$ cat src/verilog/pssc_map.vh
// Register map, field layout and timing constants of the PID set point controller
// Summary of operation
// - Error is scaled feedback against active set point; speed command reduces it.
// - Feedback comes from the voltage or current input per feedback select bit.
// - Feedback maps linearly: minimum signal to low scale, maximum to high scale.
// - Low scale above high scale gives a falling value for rising signal.
// - Direct action raises speed on falling feedback, lowers it on rising.
// - Reverse action inverts the correction direction.
// - Action select changes only correction sign, never the feedback scaling.
// - Set point from keypad, current input, voltage input or pot on voltage.
// - Analog set point active only while select contact closed, else keypad.
// - An input used for feedback is never accepted as set point source.
// - Integral term keeps changing output until steady-state error is zero.
// - Differential term follows rate of change of error, not its size.
// - Set point ramps from old to new value, same rate up and down.
// - Ramp time of zero applies set point changes immediately.
// - In closed loop the status field shows output frequency, not run.
// - Enter key cycles display: set point, percent load, feedback.
// - Entering set point or feedback display flashes a label first.
// - Proportional term is gain times error percent of span.
// - Integral rate is gain times error percent, percent speed per second.
// - Differential term is gain times error rate in percent per second.
// - Loop action off disables closed loop; open-loop speed is followed.
`ifndef PSSC_MAP_VH
`define PSSC_MAP_VH
`define PSSC_ADDR_W        8
`define PSSC_OFS_CTRL      8'h00
`define PSSC_OFS_KEYPAD    8'h04
`define PSSC_OFS_FB_LOW    8'h08
`define PSSC_OFS_FB_HIGH   8'h0C
`define PSSC_OFS_P_GAIN    8'h10
`define PSSC_OFS_I_GAIN    8'h14
`define PSSC_OFS_D_GAIN    8'h18
`define PSSC_OFS_RAMP      8'h1C
`define PSSC_OFS_SPEED     8'h20
`define PSSC_OFS_PV        8'h24
`define PSSC_OFS_SP        8'h28
`define PSSC_OFS_ERR       8'h2C
`define PSSC_CTRL_MODE_LSB 0
`define PSSC_CTRL_FB_BIT   2
`define PSSC_CTRL_SRC_LSB  3
`define PSSC_MODE_OFF      2'h0
`define PSSC_MODE_DIRECT   2'h1
`define PSSC_MODE_REVERSE  2'h2
`define PSSC_SRC_KEYPAD    2'h0
`define PSSC_SRC_CURRENT   2'h1
`define PSSC_SRC_VOLTAGE   2'h2
`define PSSC_SRC_POT       2'h3
`define PSSC_RST_CTRL      16'h0000
`define PSSC_RST_KEYPAD    16'h0000
`define PSSC_RST_FB_LOW    16'h0000
`define PSSC_RST_FB_HIGH   16'h0FFF
`define PSSC_RST_P_GAIN    16'h0100
`define PSSC_RST_I_GAIN    16'h0000
`define PSSC_RST_D_GAIN    16'h0000
`define PSSC_RST_RAMP      16'h0000
`define PSSC_FULL          12'hFFF
`define PSSC_CUR_4MA       12'h333
`define PSSC_GAIN_SHIFT    8
`define PSSC_INT_SHIFT     18
`define PSSC_CLK_HZ        100000000
`define PSSC_SAMPLE_HZ     1000
`define PSSC_SAMPLE_CYCLES (`PSSC_CLK_HZ / `PSSC_SAMPLE_HZ)
`define PSSC_LABEL_MS      1000
`define PSSC_LABEL_TICKS   (`PSSC_LABEL_MS * `PSSC_SAMPLE_HZ / 1000)
`define PSSC_DIV_STEPS     5'h1D
`define PSSC_RESP_OKAY     2'h0
`define PSSC_RESP_SLVERR   2'h2
`endif

$ cat src/verilog/pssc_top.v
// PID set point speed controller with AXI4-Lite register access
`timescale 1ns/1ps
`include "pssc_map.vh"
module pssc_top #(
   parameter SAMPLE_CYCLES = `PSSC_SAMPLE_CYCLES
) (
   input  wire        aclk,
   input  wire        aresetn,
   input  wire [7:0]  s_axi_awaddr,
   input  wire        s_axi_awvalid,
   output reg         s_axi_awready,
   input  wire [31:0] s_axi_wdata,
   input  wire [3:0]  s_axi_wstrb,
   input  wire        s_axi_wvalid,
   output reg         s_axi_wready,
   output reg  [1:0]  s_axi_bresp,
   output reg         s_axi_bvalid,
   input  wire        s_axi_bready,
   input  wire [7:0]  s_axi_araddr,
   input  wire        s_axi_arvalid,
   output reg         s_axi_arready,
   output reg  [31:0] s_axi_rdata,
   output reg  [1:0]  s_axi_rresp,
   output reg         s_axi_rvalid,
   input  wire        s_axi_rready,
   input  wire [11:0] voltage_analog_input,
   input  wire [11:0] current_analog_input,
   input  wire        setpoint_select_contact,
   input  wire        enter_key,
   input  wire [11:0] open_loop_speed,
   input  wire [15:0] output_freq,
   input  wire [7:0]  load_percent,
   output reg  [11:0] speed_cmd,
   output reg         closed_loop,
   output reg         status_shows_freq,
   output reg  [15:0] status_value,
   output reg  [1:0]  display_select,
   output reg         display_label,
   output reg  [15:0] display_value
);
   localparam S_IDLE = 2'h0;
   localparam S_ERR  = 2'h1;
   localparam S_DIV  = 2'h2;
   localparam S_PID  = 2'h3;
   localparam [31:0] TICK_MAX = SAMPLE_CYCLES - 1;
   localparam [15:0] LABEL_T = `PSSC_LABEL_TICKS;
   localparam [9:0] SAMPLE_RATE = `PSSC_SAMPLE_HZ;
   localparam signed [31:0] ACC_MAX = 32'sh3FFC0000;

   reg  [15:0] ctrl;
   reg  [15:0] keypad_sp;
   reg  [15:0] feedback_low_scale;
   reg  [15:0] feedback_high_scale;
   reg  [15:0] p_gain;
   reg  [15:0] i_gain;
   reg  [15:0] d_gain;
   reg  [15:0] setpoint_ramp_time;
   reg  [7:0]  wr_addr;
   reg         aw_held;
   reg  [31:0] wr_data;
   reg  [3:0]  wr_strb;
   reg         w_held;
   reg  [31:0] tick_cnt;
   reg         tick;
   reg  [1:0]  state;
   reg  signed [15:0] pv;
   reg  signed [15:0] sp_int;
   reg  [15:0] ramp_cnt;
   reg         err_neg;
   reg  [15:0] dsor;
   reg  [16:0] drem;
   reg  [28:0] dquo;
   reg  [4:0]  dcnt;
   reg  signed [12:0] e_q;
   reg  signed [12:0] e_prev;
   reg  signed [31:0] acc;
   reg         enter_d;
   reg  [15:0] label_cnt;

   wire [1:0]  mode    = ctrl[`PSSC_CTRL_MODE_LSB +: 2];
   wire        fb_cur  = ctrl[`PSSC_CTRL_FB_BIT];
   wire [1:0]  sp_src  = ctrl[`PSSC_CTRL_SRC_LSB +: 2];
   wire        loop_on = (mode == `PSSC_MODE_DIRECT) || (mode == `PSSC_MODE_REVERSE);
   wire signed [16:0] span = $signed({feedback_high_scale[15], feedback_high_scale})
                           - $signed({feedback_low_scale[15], feedback_low_scale});
   wire [15:0] span_abs = span[16] ? (~span[15:0] + 16'h0001) : span[15:0];

   function [15:0] merge;
      input [15:0] old;
      input [31:0] data;
      input [3:0]  strb;
      begin
         merge = old;
         if (strb[0])
            merge[7:0] = data[7:0];
         if (strb[1])
            merge[15:8] = data[15:8];
      end
   endfunction

   // Linear map of a 0..full fraction onto low..high scale
   function signed [15:0] scale;
      input [11:0] frac;
      reg signed [30:0] prod;
      begin
         prod  = span * $signed({1'h0, frac});
         scale = feedback_low_scale + prod[27:12];
      end
   endfunction

   // Current input: 4 mA floor to 20 mA full scale
   wire [11:0] cur_off = (current_analog_input > `PSSC_CUR_4MA) ?
                         (current_analog_input - `PSSC_CUR_4MA) : 12'h000;
   wire [14:0] cur_x5  = {3'h0, cur_off} + {1'h0, cur_off, 2'h0};
   wire [12:0] cur_sc  = cur_x5[14:2];
   wire [11:0] cur_frac = cur_sc[12] ? `PSSC_FULL : cur_sc[11:0];
   wire [11:0] fb_frac = fb_cur ? cur_frac : voltage_analog_input;

   // Analog set point only with contact closed and input not used for feedback
   wire src_cur = (sp_src == `PSSC_SRC_CURRENT);
   wire src_ok  = setpoint_select_contact && (sp_src != `PSSC_SRC_KEYPAD)
                  && (src_cur ? !fb_cur : fb_cur);
   wire signed [15:0] sp_target = src_ok ?
                      scale(src_cur ? cur_frac : voltage_analog_input) :
                      $signed(keypad_sp);

   // Error sign chosen by action; scaling untouched
   wire signed [16:0] err_raw = (mode == `PSSC_MODE_REVERSE) ?
                      ({pv[15], pv} - {sp_int[15], sp_int}) :
                      ({sp_int[15], sp_int} - {pv[15], pv});
   wire [16:0] err_abs = err_raw[16] ? -err_raw : err_raw;

   wire [16:0] dshift = {drem[15:0], dquo[28]};
   wire        dfit   = dshift >= {1'h0, dsor};

   // PID terms in 1/4096 of max speed
   wire signed [13:0] de    = {e_q[12], e_q} - {e_prev[12], e_prev};
   wire signed [30:0] p_trm = $signed({1'h0, p_gain}) * e_q;
   wire signed [30:0] i_inc = $signed({1'h0, i_gain}) * e_q;
   wire signed [41:0] d_trm = $signed({1'h0, d_gain}) * de
                            * $signed({1'h0, SAMPLE_RATE});
   wire signed [32:0] acc_n = {acc[31], acc} + {{2{i_inc[30]}}, i_inc};
   wire signed [31:0] acc_c = acc_n[32] ? 32'sh0 :
                              (acc_n > ACC_MAX) ? ACC_MAX : acc_n[31:0];
   wire signed [41:0] sum   = (p_trm >>> `PSSC_GAIN_SHIFT)
                            + (acc_c >>> `PSSC_INT_SHIFT)
                            + (d_trm >>> `PSSC_GAIN_SHIFT);
   wire [11:0] sum_c = sum[41] ? 12'h000 :
                       (sum > 42'sd4095) ? `PSSC_FULL : sum[11:0];

   // Register write side
   always @(posedge aclk) begin
      if (!aresetn) begin
         s_axi_awready <= 1'h0;
         s_axi_wready  <= 1'h0;
         s_axi_bvalid  <= 1'h0;
         s_axi_bresp   <= `PSSC_RESP_OKAY;
         aw_held       <= 1'h0;
         w_held        <= 1'h0;
         wr_addr       <= 8'h00;
         wr_data       <= 32'h00000000;
         wr_strb       <= 4'h0;
         ctrl          <= `PSSC_RST_CTRL;
         keypad_sp     <= `PSSC_RST_KEYPAD;
         feedback_low_scale  <= `PSSC_RST_FB_LOW;
         feedback_high_scale <= `PSSC_RST_FB_HIGH;
         p_gain        <= `PSSC_RST_P_GAIN;
         i_gain        <= `PSSC_RST_I_GAIN;
         d_gain        <= `PSSC_RST_D_GAIN;
         setpoint_ramp_time <= `PSSC_RST_RAMP;
      end else begin
         s_axi_awready <= !aw_held && !s_axi_awready && !s_axi_bvalid;
         s_axi_wready  <= !w_held && !s_axi_wready && !s_axi_bvalid;
         if (s_axi_awvalid && s_axi_awready) begin
            aw_held <= 1'h1;
            wr_addr <= s_axi_awaddr;
            s_axi_awready <= 1'h0;
         end
         if (s_axi_wvalid && s_axi_wready) begin
            w_held  <= 1'h1;
            wr_data <= s_axi_wdata;
            wr_strb <= s_axi_wstrb;
            s_axi_wready <= 1'h0;
         end
         if (aw_held && w_held && !s_axi_bvalid) begin
            aw_held      <= 1'h0;
            w_held       <= 1'h0;
            s_axi_bvalid <= 1'h1;
            s_axi_bresp  <= `PSSC_RESP_OKAY;
            case ({wr_addr[7:2], 2'h0})
               `PSSC_OFS_CTRL:    ctrl <= merge(ctrl, wr_data, wr_strb);
               `PSSC_OFS_KEYPAD:  keypad_sp <= merge(keypad_sp, wr_data, wr_strb);
               `PSSC_OFS_FB_LOW:  feedback_low_scale <=
                                     merge(feedback_low_scale, wr_data, wr_strb);
               `PSSC_OFS_FB_HIGH: feedback_high_scale <=
                                     merge(feedback_high_scale, wr_data, wr_strb);
               `PSSC_OFS_P_GAIN:  p_gain <= merge(p_gain, wr_data, wr_strb);
               `PSSC_OFS_I_GAIN:  i_gain <= merge(i_gain, wr_data, wr_strb);
               `PSSC_OFS_D_GAIN:  d_gain <= merge(d_gain, wr_data, wr_strb);
               `PSSC_OFS_RAMP:    setpoint_ramp_time <=
                                     merge(setpoint_ramp_time, wr_data, wr_strb);
               `PSSC_OFS_SPEED, `PSSC_OFS_PV, `PSSC_OFS_SP, `PSSC_OFS_ERR:
                  s_axi_bresp <= `PSSC_RESP_OKAY;
               default:
                  s_axi_bresp <= `PSSC_RESP_SLVERR;
            endcase
         end
         if (s_axi_bvalid && s_axi_bready)
            s_axi_bvalid <= 1'h0;
      end
   end

   // Register read side
   always @(posedge aclk) begin
      if (!aresetn) begin
         s_axi_arready <= 1'h0;
         s_axi_rvalid  <= 1'h0;
         s_axi_rdata   <= 32'h00000000;
         s_axi_rresp   <= `PSSC_RESP_OKAY;
      end else begin
         s_axi_arready <= !s_axi_rvalid && !s_axi_arready;
         if (s_axi_arvalid && s_axi_arready) begin
            s_axi_arready <= 1'h0;
            s_axi_rvalid  <= 1'h1;
            s_axi_rresp   <= `PSSC_RESP_OKAY;
            case ({s_axi_araddr[7:2], 2'h0})
               `PSSC_OFS_CTRL:    s_axi_rdata <= {16'h0000, ctrl};
               `PSSC_OFS_KEYPAD:  s_axi_rdata <= {16'h0000, keypad_sp};
               `PSSC_OFS_FB_LOW:  s_axi_rdata <= {16'h0000, feedback_low_scale};
               `PSSC_OFS_FB_HIGH: s_axi_rdata <= {16'h0000, feedback_high_scale};
               `PSSC_OFS_P_GAIN:  s_axi_rdata <= {16'h0000, p_gain};
               `PSSC_OFS_I_GAIN:  s_axi_rdata <= {16'h0000, i_gain};
               `PSSC_OFS_D_GAIN:  s_axi_rdata <= {16'h0000, d_gain};
               `PSSC_OFS_RAMP:    s_axi_rdata <= {16'h0000, setpoint_ramp_time};
               `PSSC_OFS_SPEED:   s_axi_rdata <= {20'h00000, speed_cmd};
               `PSSC_OFS_PV:      s_axi_rdata <= {16'h0000, pv};
               `PSSC_OFS_SP:      s_axi_rdata <= {16'h0000, sp_int};
               `PSSC_OFS_ERR:     s_axi_rdata <= {{19{e_q[12]}}, e_q};
               default: begin
                  s_axi_rdata <= 32'h00000000;
                  s_axi_rresp <= `PSSC_RESP_SLVERR;
               end
            endcase
         end
         if (s_axi_rvalid && s_axi_rready)
            s_axi_rvalid <= 1'h0;
      end
   end

   // Sample rate enable
   always @(posedge aclk) begin
      if (!aresetn) begin
         tick_cnt <= 32'h00000000;
         tick     <= 1'h0;
      end else begin
         tick     <= (tick_cnt == TICK_MAX);
         tick_cnt <= (tick_cnt == TICK_MAX) ? 32'h00000000 : tick_cnt + 32'h00000001;
      end
   end

   // Loop sequencer: scale and ramp, divide error by span, update terms
   always @(posedge aclk) begin
      if (!aresetn) begin
         state     <= S_IDLE;
         pv        <= 16'h0000;
         sp_int    <= 16'h0000;
         ramp_cnt  <= 16'h0000;
         err_neg   <= 1'h0;
         dsor      <= 16'h0000;
         drem      <= 17'h00000;
         dquo      <= 29'h00000000;
         dcnt      <= 5'h00;
         e_q       <= 13'h0000;
         e_prev    <= 13'h0000;
         acc       <= 32'h00000000;
         speed_cmd <= 12'h000;
      end else begin
         case (state)
            S_IDLE: begin
               if (tick) begin
                  pv    <= scale(fb_frac);
                  state <= S_ERR;
                  if (setpoint_ramp_time == 16'h0000) begin
                     sp_int   <= sp_target;
                     ramp_cnt <= 16'h0000;
                  end else if (ramp_cnt >= setpoint_ramp_time - 16'h0001) begin
                     ramp_cnt <= 16'h0000;
                     if (sp_int < sp_target)
                        sp_int <= sp_int + 16'sh0001;
                     else if (sp_int > sp_target)
                        sp_int <= sp_int - 16'sh0001;
                  end else begin
                     ramp_cnt <= ramp_cnt + 16'h0001;
                  end
               end
            end
            S_ERR: begin
               err_neg <= err_raw[16];
               dsor    <= span_abs;
               drem    <= 17'h00000;
               dquo    <= {err_abs, 12'h000};
               dcnt    <= `PSSC_DIV_STEPS;
               state   <= S_DIV;
            end
            S_DIV: begin
               drem  <= dfit ? (dshift - {1'h0, dsor}) : dshift;
               dquo  <= {dquo[27:0], dfit};
               dcnt  <= dcnt - 5'h01;
               if (dcnt == 5'h01)
                  state <= S_PID;
            end
            S_PID: begin
               // Error in 1/4096 of span, clipped at full span
               if (dsor == 16'h0000)
                  e_q <= 13'h0000;
               else if (dquo > 29'h00000FFF)
                  e_q <= err_neg ? -13'sh0FFF : 13'sh0FFF;
               else
                  e_q <= err_neg ? -$signed({1'h0, dquo[11:0]}) :
                                   $signed({1'h0, dquo[11:0]});
               state <= S_IDLE;
            end
            default:
               state <= S_IDLE;
         endcase
         if (!loop_on) begin
            acc       <= 32'h00000000;
            e_prev    <= 13'h0000;
            speed_cmd <= open_loop_speed;
         end else if (state == S_IDLE && tick) begin
            acc       <= acc_c;
            e_prev    <= e_q;
            speed_cmd <= sum_c;
         end
      end
   end

   // Operator display sequencing
   always @(posedge aclk) begin
      if (!aresetn) begin
         enter_d           <= 1'h0;
         display_select    <= 2'h0;
         label_cnt         <= 16'h0000;
         display_label     <= 1'h0;
         display_value     <= 16'h0000;
         closed_loop       <= 1'h0;
         status_shows_freq <= 1'h0;
         status_value      <= 16'h0000;
      end else begin
         enter_d <= enter_key;
         if (enter_key && !enter_d) begin
            display_select <= (display_select == 2'h2) ? 2'h0 : display_select + 2'h1;
            if (display_select != 2'h0)
               label_cnt <= LABEL_T;
         end else if (tick && label_cnt != 16'h0000) begin
            label_cnt <= label_cnt - 16'h0001;
         end
         display_label <= (label_cnt != 16'h0000);
         if (label_cnt != 16'h0000)
            display_value <= 16'h0000;
         else if (display_select == 2'h0)
            display_value <= sp_int;
         else if (display_select == 2'h1)
            display_value <= {8'h00, load_percent};
         else
            display_value <= pv;
         closed_loop       <= loop_on;
         status_shows_freq <= loop_on;
         status_value      <= loop_on ? output_freq : 16'h0000;
      end
   end
endmodule

$ cat config.mk
export PLATFORM = sky130hd
export DESIGN_NAME = pssc_top
export DESIGN_NICKNAME = d
export VERILOG_FILES = /design/src/verilog/pssc_top.v
export VERILOG_INCLUDE_DIRS = /design/src /design/src/verilog
export SDC_FILE = /design/constraint.sdc
export NUM_CORES = 2
export LEC_CHECK = 0
export BUFFER_PORTS_ARGS = -buffer_cell sky130_fd_sc_hd__buf_2
export CAP_MARGIN = 20
export CELL_PAD_IN_SITES_DETAIL_PLACEMENT = 1
export CELL_PAD_IN_SITES_GLOBAL_PLACEMENT = 1
export CORE_MARGIN = 1.5
export CORE_UTILIZATION = 35
export DETAILED_ROUTE_END_ITERATION = 7
export PLACE_DENSITY = 0.62
export SETUP_SLACK_MARGIN = 0.1
export SLEW_MARGIN = 20
export SYNTH_ARGS = -nofsm -noshare
export SYNTH_HDL_FRONTEND = slang
export SYNTH_SLANG_ARGS = --single-unit
$ cat constraint.sdc
create_clock -name aclk -period 17.7 [get_ports aclk]
set_input_delay 3.54 -clock aclk [delete_from_list [all_inputs] [get_ports aclk]]
set_output_delay 3.54 -clock aclk [all_outputs]
set_load 0.03 [all_outputs]
==> flow_summary_export.csv <==
group,metric,value,unit
run_status,status,"complete, no violations",
routing,viasPerCell,5.28,
hold_path,hold_class,"reg2reg",
cells_and_area,fin_nets,10500,
setup_path,required,18.29,ns
floorplan,io_pins,211,
clock_tree,clkLatencyLatePin,0.68,ns
global_routing,grt_util_all_layers,23.6,%
cells_and_area,seqCellArea,0.00903,mm²
cells_and_area,final_cell_mix,"inv_1, fa_1, nand2_1",
cells_and_area,layout_commonest_cell,"inv_1",
floorplan,core,0.203,mm²
floorplan,start_util,35.3,%
setup_path,cp_slowest_cell,"fa_1",
power,p_seq_share,17.4,%
timing,finalSetupViolCount,0,
hold_path,whs_path_depth,2,
yosys,syn_area_per_cell,8.40,µm²
power,power_density,81.9,mW/mm²
setup_path,arrival,17.36,ns
setup_path,crit_path_end_kind,"flop",
timing,maxSlewHeadroom,22.0,%
routing,drt_iter0_drc,3259,
placement,port_buffers,186,
cells_and_area,drive_above_1_share,6.93,%
cells_and_area,area_growth,9.15,%
global_routing,grt_pass1_wl,379000,µm
timing,tightest_slew,1.16,ns
yosys,synthCells,8510,
floorplan,rows,165,
yosys,ys_types,104,
routing,wl,245000,µm
timing,hold_viol_final,0,
power,combPwrFrac,62.9,%
routing,ant_nets,0,
routing,wl_per_cell,21.6,µm
clock_tree,clockBufferDepth,3,
yosys,synthFlopType,"dfxtp_1",
timing,maxSlewViolCount,0,
global_routing,antenna_found_initial,9,
global_routing,grt_pass1_vias,63800,
cells_and_area,fillers,24000,
timing,finalSetupTns,0,ns
run,cap_violations,0,
setup_path,r2r_cells,63,
setup_path,crit_fanout,10,
power,clockPowerShare,19.7,%
placement,place.gp.congestion,0.888,
placement,dp_hpwl,196000,µm
floorplan,chipHeight,455,µm
setup_path,startpoint,"current_analog_input[3]",
routing,drc,0,
yosys,async_flop_share,0,%
floorplan,fp.dieW,455,µm
timing,period_needed,16.77,ns
setup_path,cpMostUsedCell,"buf_4",
timing,fmax,59.6,MHz
hold_path,hp-start,"ctrl[14]$_SDFFE_PN0P_",
power,p_switching,3.06,mW
timing,finClkSkew,0.0505,ns
timing,finalCritPeriodShare,94.7,%
clock_tree,cts_tree,"built",
clock_tree,clock-sinks,451,
setup_path,worstSetupPathType,"in2reg",
yosys,synth_warnings,0,
setup_path,slowest_delay,0.56,ns
power,total_power,6.39,mW
clock_tree,htreeDepth,2,
yosys,yosys_register_bits,451,
power,p_leak,38.1,nW
global_routing,grt_start_max_net_pins,101,
yosys,mappedNetlistArea,0.0714,mm²
yosys,ys_seq_area_share,12.6,%
clock_tree,clk_pin_slew,0.07,ns
routing,first_pass_iters,7,
setup_path,worst_setup_path_start_kind,"primary input",
global_routing,grt_overflow,0,
power,p_sw_share,47.9,%
power,power.internal,3.33,mW
yosys,synth_edf_count,0,
clock_tree,cts-root-buf,"clkbuf_16",
cells_and_area,multi_input_area,0.0560,mm²
setup_path,r2r_start,"e_q[0]$_SDFFE_PN0N_",
timing,rsz0062_at_grt,"false",
routing,num_vias,59700,
power,max-vdd-ir-drop,0.149,mV
clock_tree,cts-buffers-inserted,56,
floorplan,die-area,0.207,mm²
-- final timing paths --
kind,to,slack (ns)
worst min register to register,ctrl[14]$_SDFFE_PN0P_,0.46
worst max-delay path,sp_int[15]$_SDFFE_PN0P_,0.93
worst min-delay path,ctrl[14]$_SDFFE_PN0P_,0.46
worst max register to register,speed_cmd[9]$_SDFFE_PN0P_,1.10
-- flip-flops by register name, indices dropped and copies added (netlist names), 17 cells and up --
signal       count
acc             32
dquo            29
s_axi_rdata     17
tick_cnt        32
-- metal layers --
metal	global-route usage, %	vias to the layer above	wire length [µm]
li1	-	27600	-
met1	31.2	30700	108000
met2	40.1	1119	117000
met3	1.94	323	9500
met4	8.81	4	10000
met5	0	-	34
-- cell families after synthesis --
| family | share of synthesized area, % |
|---|---|
| AO/OA/AOI/OAI | 12.2 |
| flip-flops | 12.6 |
| XOR/XNOR | 4.58 |
| adder cells (fa/ha/maj) | 41.4 |
| buffers and inverters | 9.41 |
| multiplexers | 2.56 |
| other | 0.00525 |
| AND/OR/NAND/NOR | 17.2 |
-- cell usage after synthesis, types with 19 or more instances --
master | count | area, µm²
o21a_1 | 48 | 360
clkbuf_1 | 324 | 1220
a31oi_1 | 47 | 294
a22o_1 | 22 | 193
fa_1 | 1011 | 20200
nor2_1 | 701 | 2630
mux2i_1 | 142 | 1420
a221oi_1 | 23 | 201
o21bai_1 | 33 | 248
a211oi_1 | 57 | 428
nor2b_1 | 90 | 563
a21oi_1 | 446 | 2230
a21o_1 | 128 | 961
nor3_1 | 110 | 551
xnor2_1 | 224 | 1960
o21ai_0 | 238 | 1190
and3_1 | 71 | 444
and2_1 | 264 | 1650
or2_2 | 21 | 131
xor2_1 | 148 | 1300
buf_1 | 31 | 116
o211ai_1 | 40 | 300
nor4_1 | 33 | 206
nand4_1 | 40 | 250
nand2b_1 | 106 | 663
ha_1 | 744 | 9310
dfxtp_1 | 451 | 9030
or3_1 | 44 | 275
o31ai_1 | 26 | 195
nand2_1 | 952 | 3570
o21ai_1 | 19 | 95.1
inv_1 | 1378 | 5170
nand3_1 | 128 | 641
-- power by group through the flow --
stage	registers [mW]	clock network (mW)	logic, mW
floorplan	1.11	0	2.58
global placement	1.13	0	3.80
detailed placement	1.13	0	3.90
CTS	1.11	1.29	3.95
global route	1.11	1.32	4.46
finish	1.11	1.26	4.02
-- area by class of cell --
type / count / area share [%]
multi-input cells: 6320 / 71.9
flip-flops and latches: 451 / 11.6
inverters: 1379 / 6.65
well taps: 2672 / 4.29
repair buffers: 380 / 3.10
clock buffers: 70 / 1.92
clock inverters: 32 / 0.579
diodes: 6 / 0.0193
-- stage by stage --
stage | utilization [%] | worst slack (ns) | hold WS [ns] | cell area, µm² | std cells
6_report | 38.5 | 0.935 | 0.456 | 78000 | 11300
5_1_grt | 38.5 | 0.0485 | 0.483 | 78000 | 11300
4_1_cts | 38.4 | 0.377 | 0.458 | 77800 | 11300
3_5_place_dp | 37.4 | -0.229 | 0.447 | 75800 | 11200
3_3_place_gp | 37.4 | -0.000913 | 0.438 | 75800 | 11200
2_1_floorplan | - | 1.03 | 0.423 | 71500 | 8533
-- worst max-delay path: cells and delay by family --
family,cells,cell delay (ns)
xor+xnor,2,0.32
fa+ha+maj,10,3.92
simple gates,13,2.16
mux,1,0.28
compound gates,29,5.49
buf+inv,12,1.64
-- repair_timing --
item                       in CTS  in global routing
gates resized for setup         0                 29
setup buffers                   0                  3
hold buffers                    0                  0
setup endpoints to repair       0                 20
Note: power is estimated with default switching activity, not from simulation.
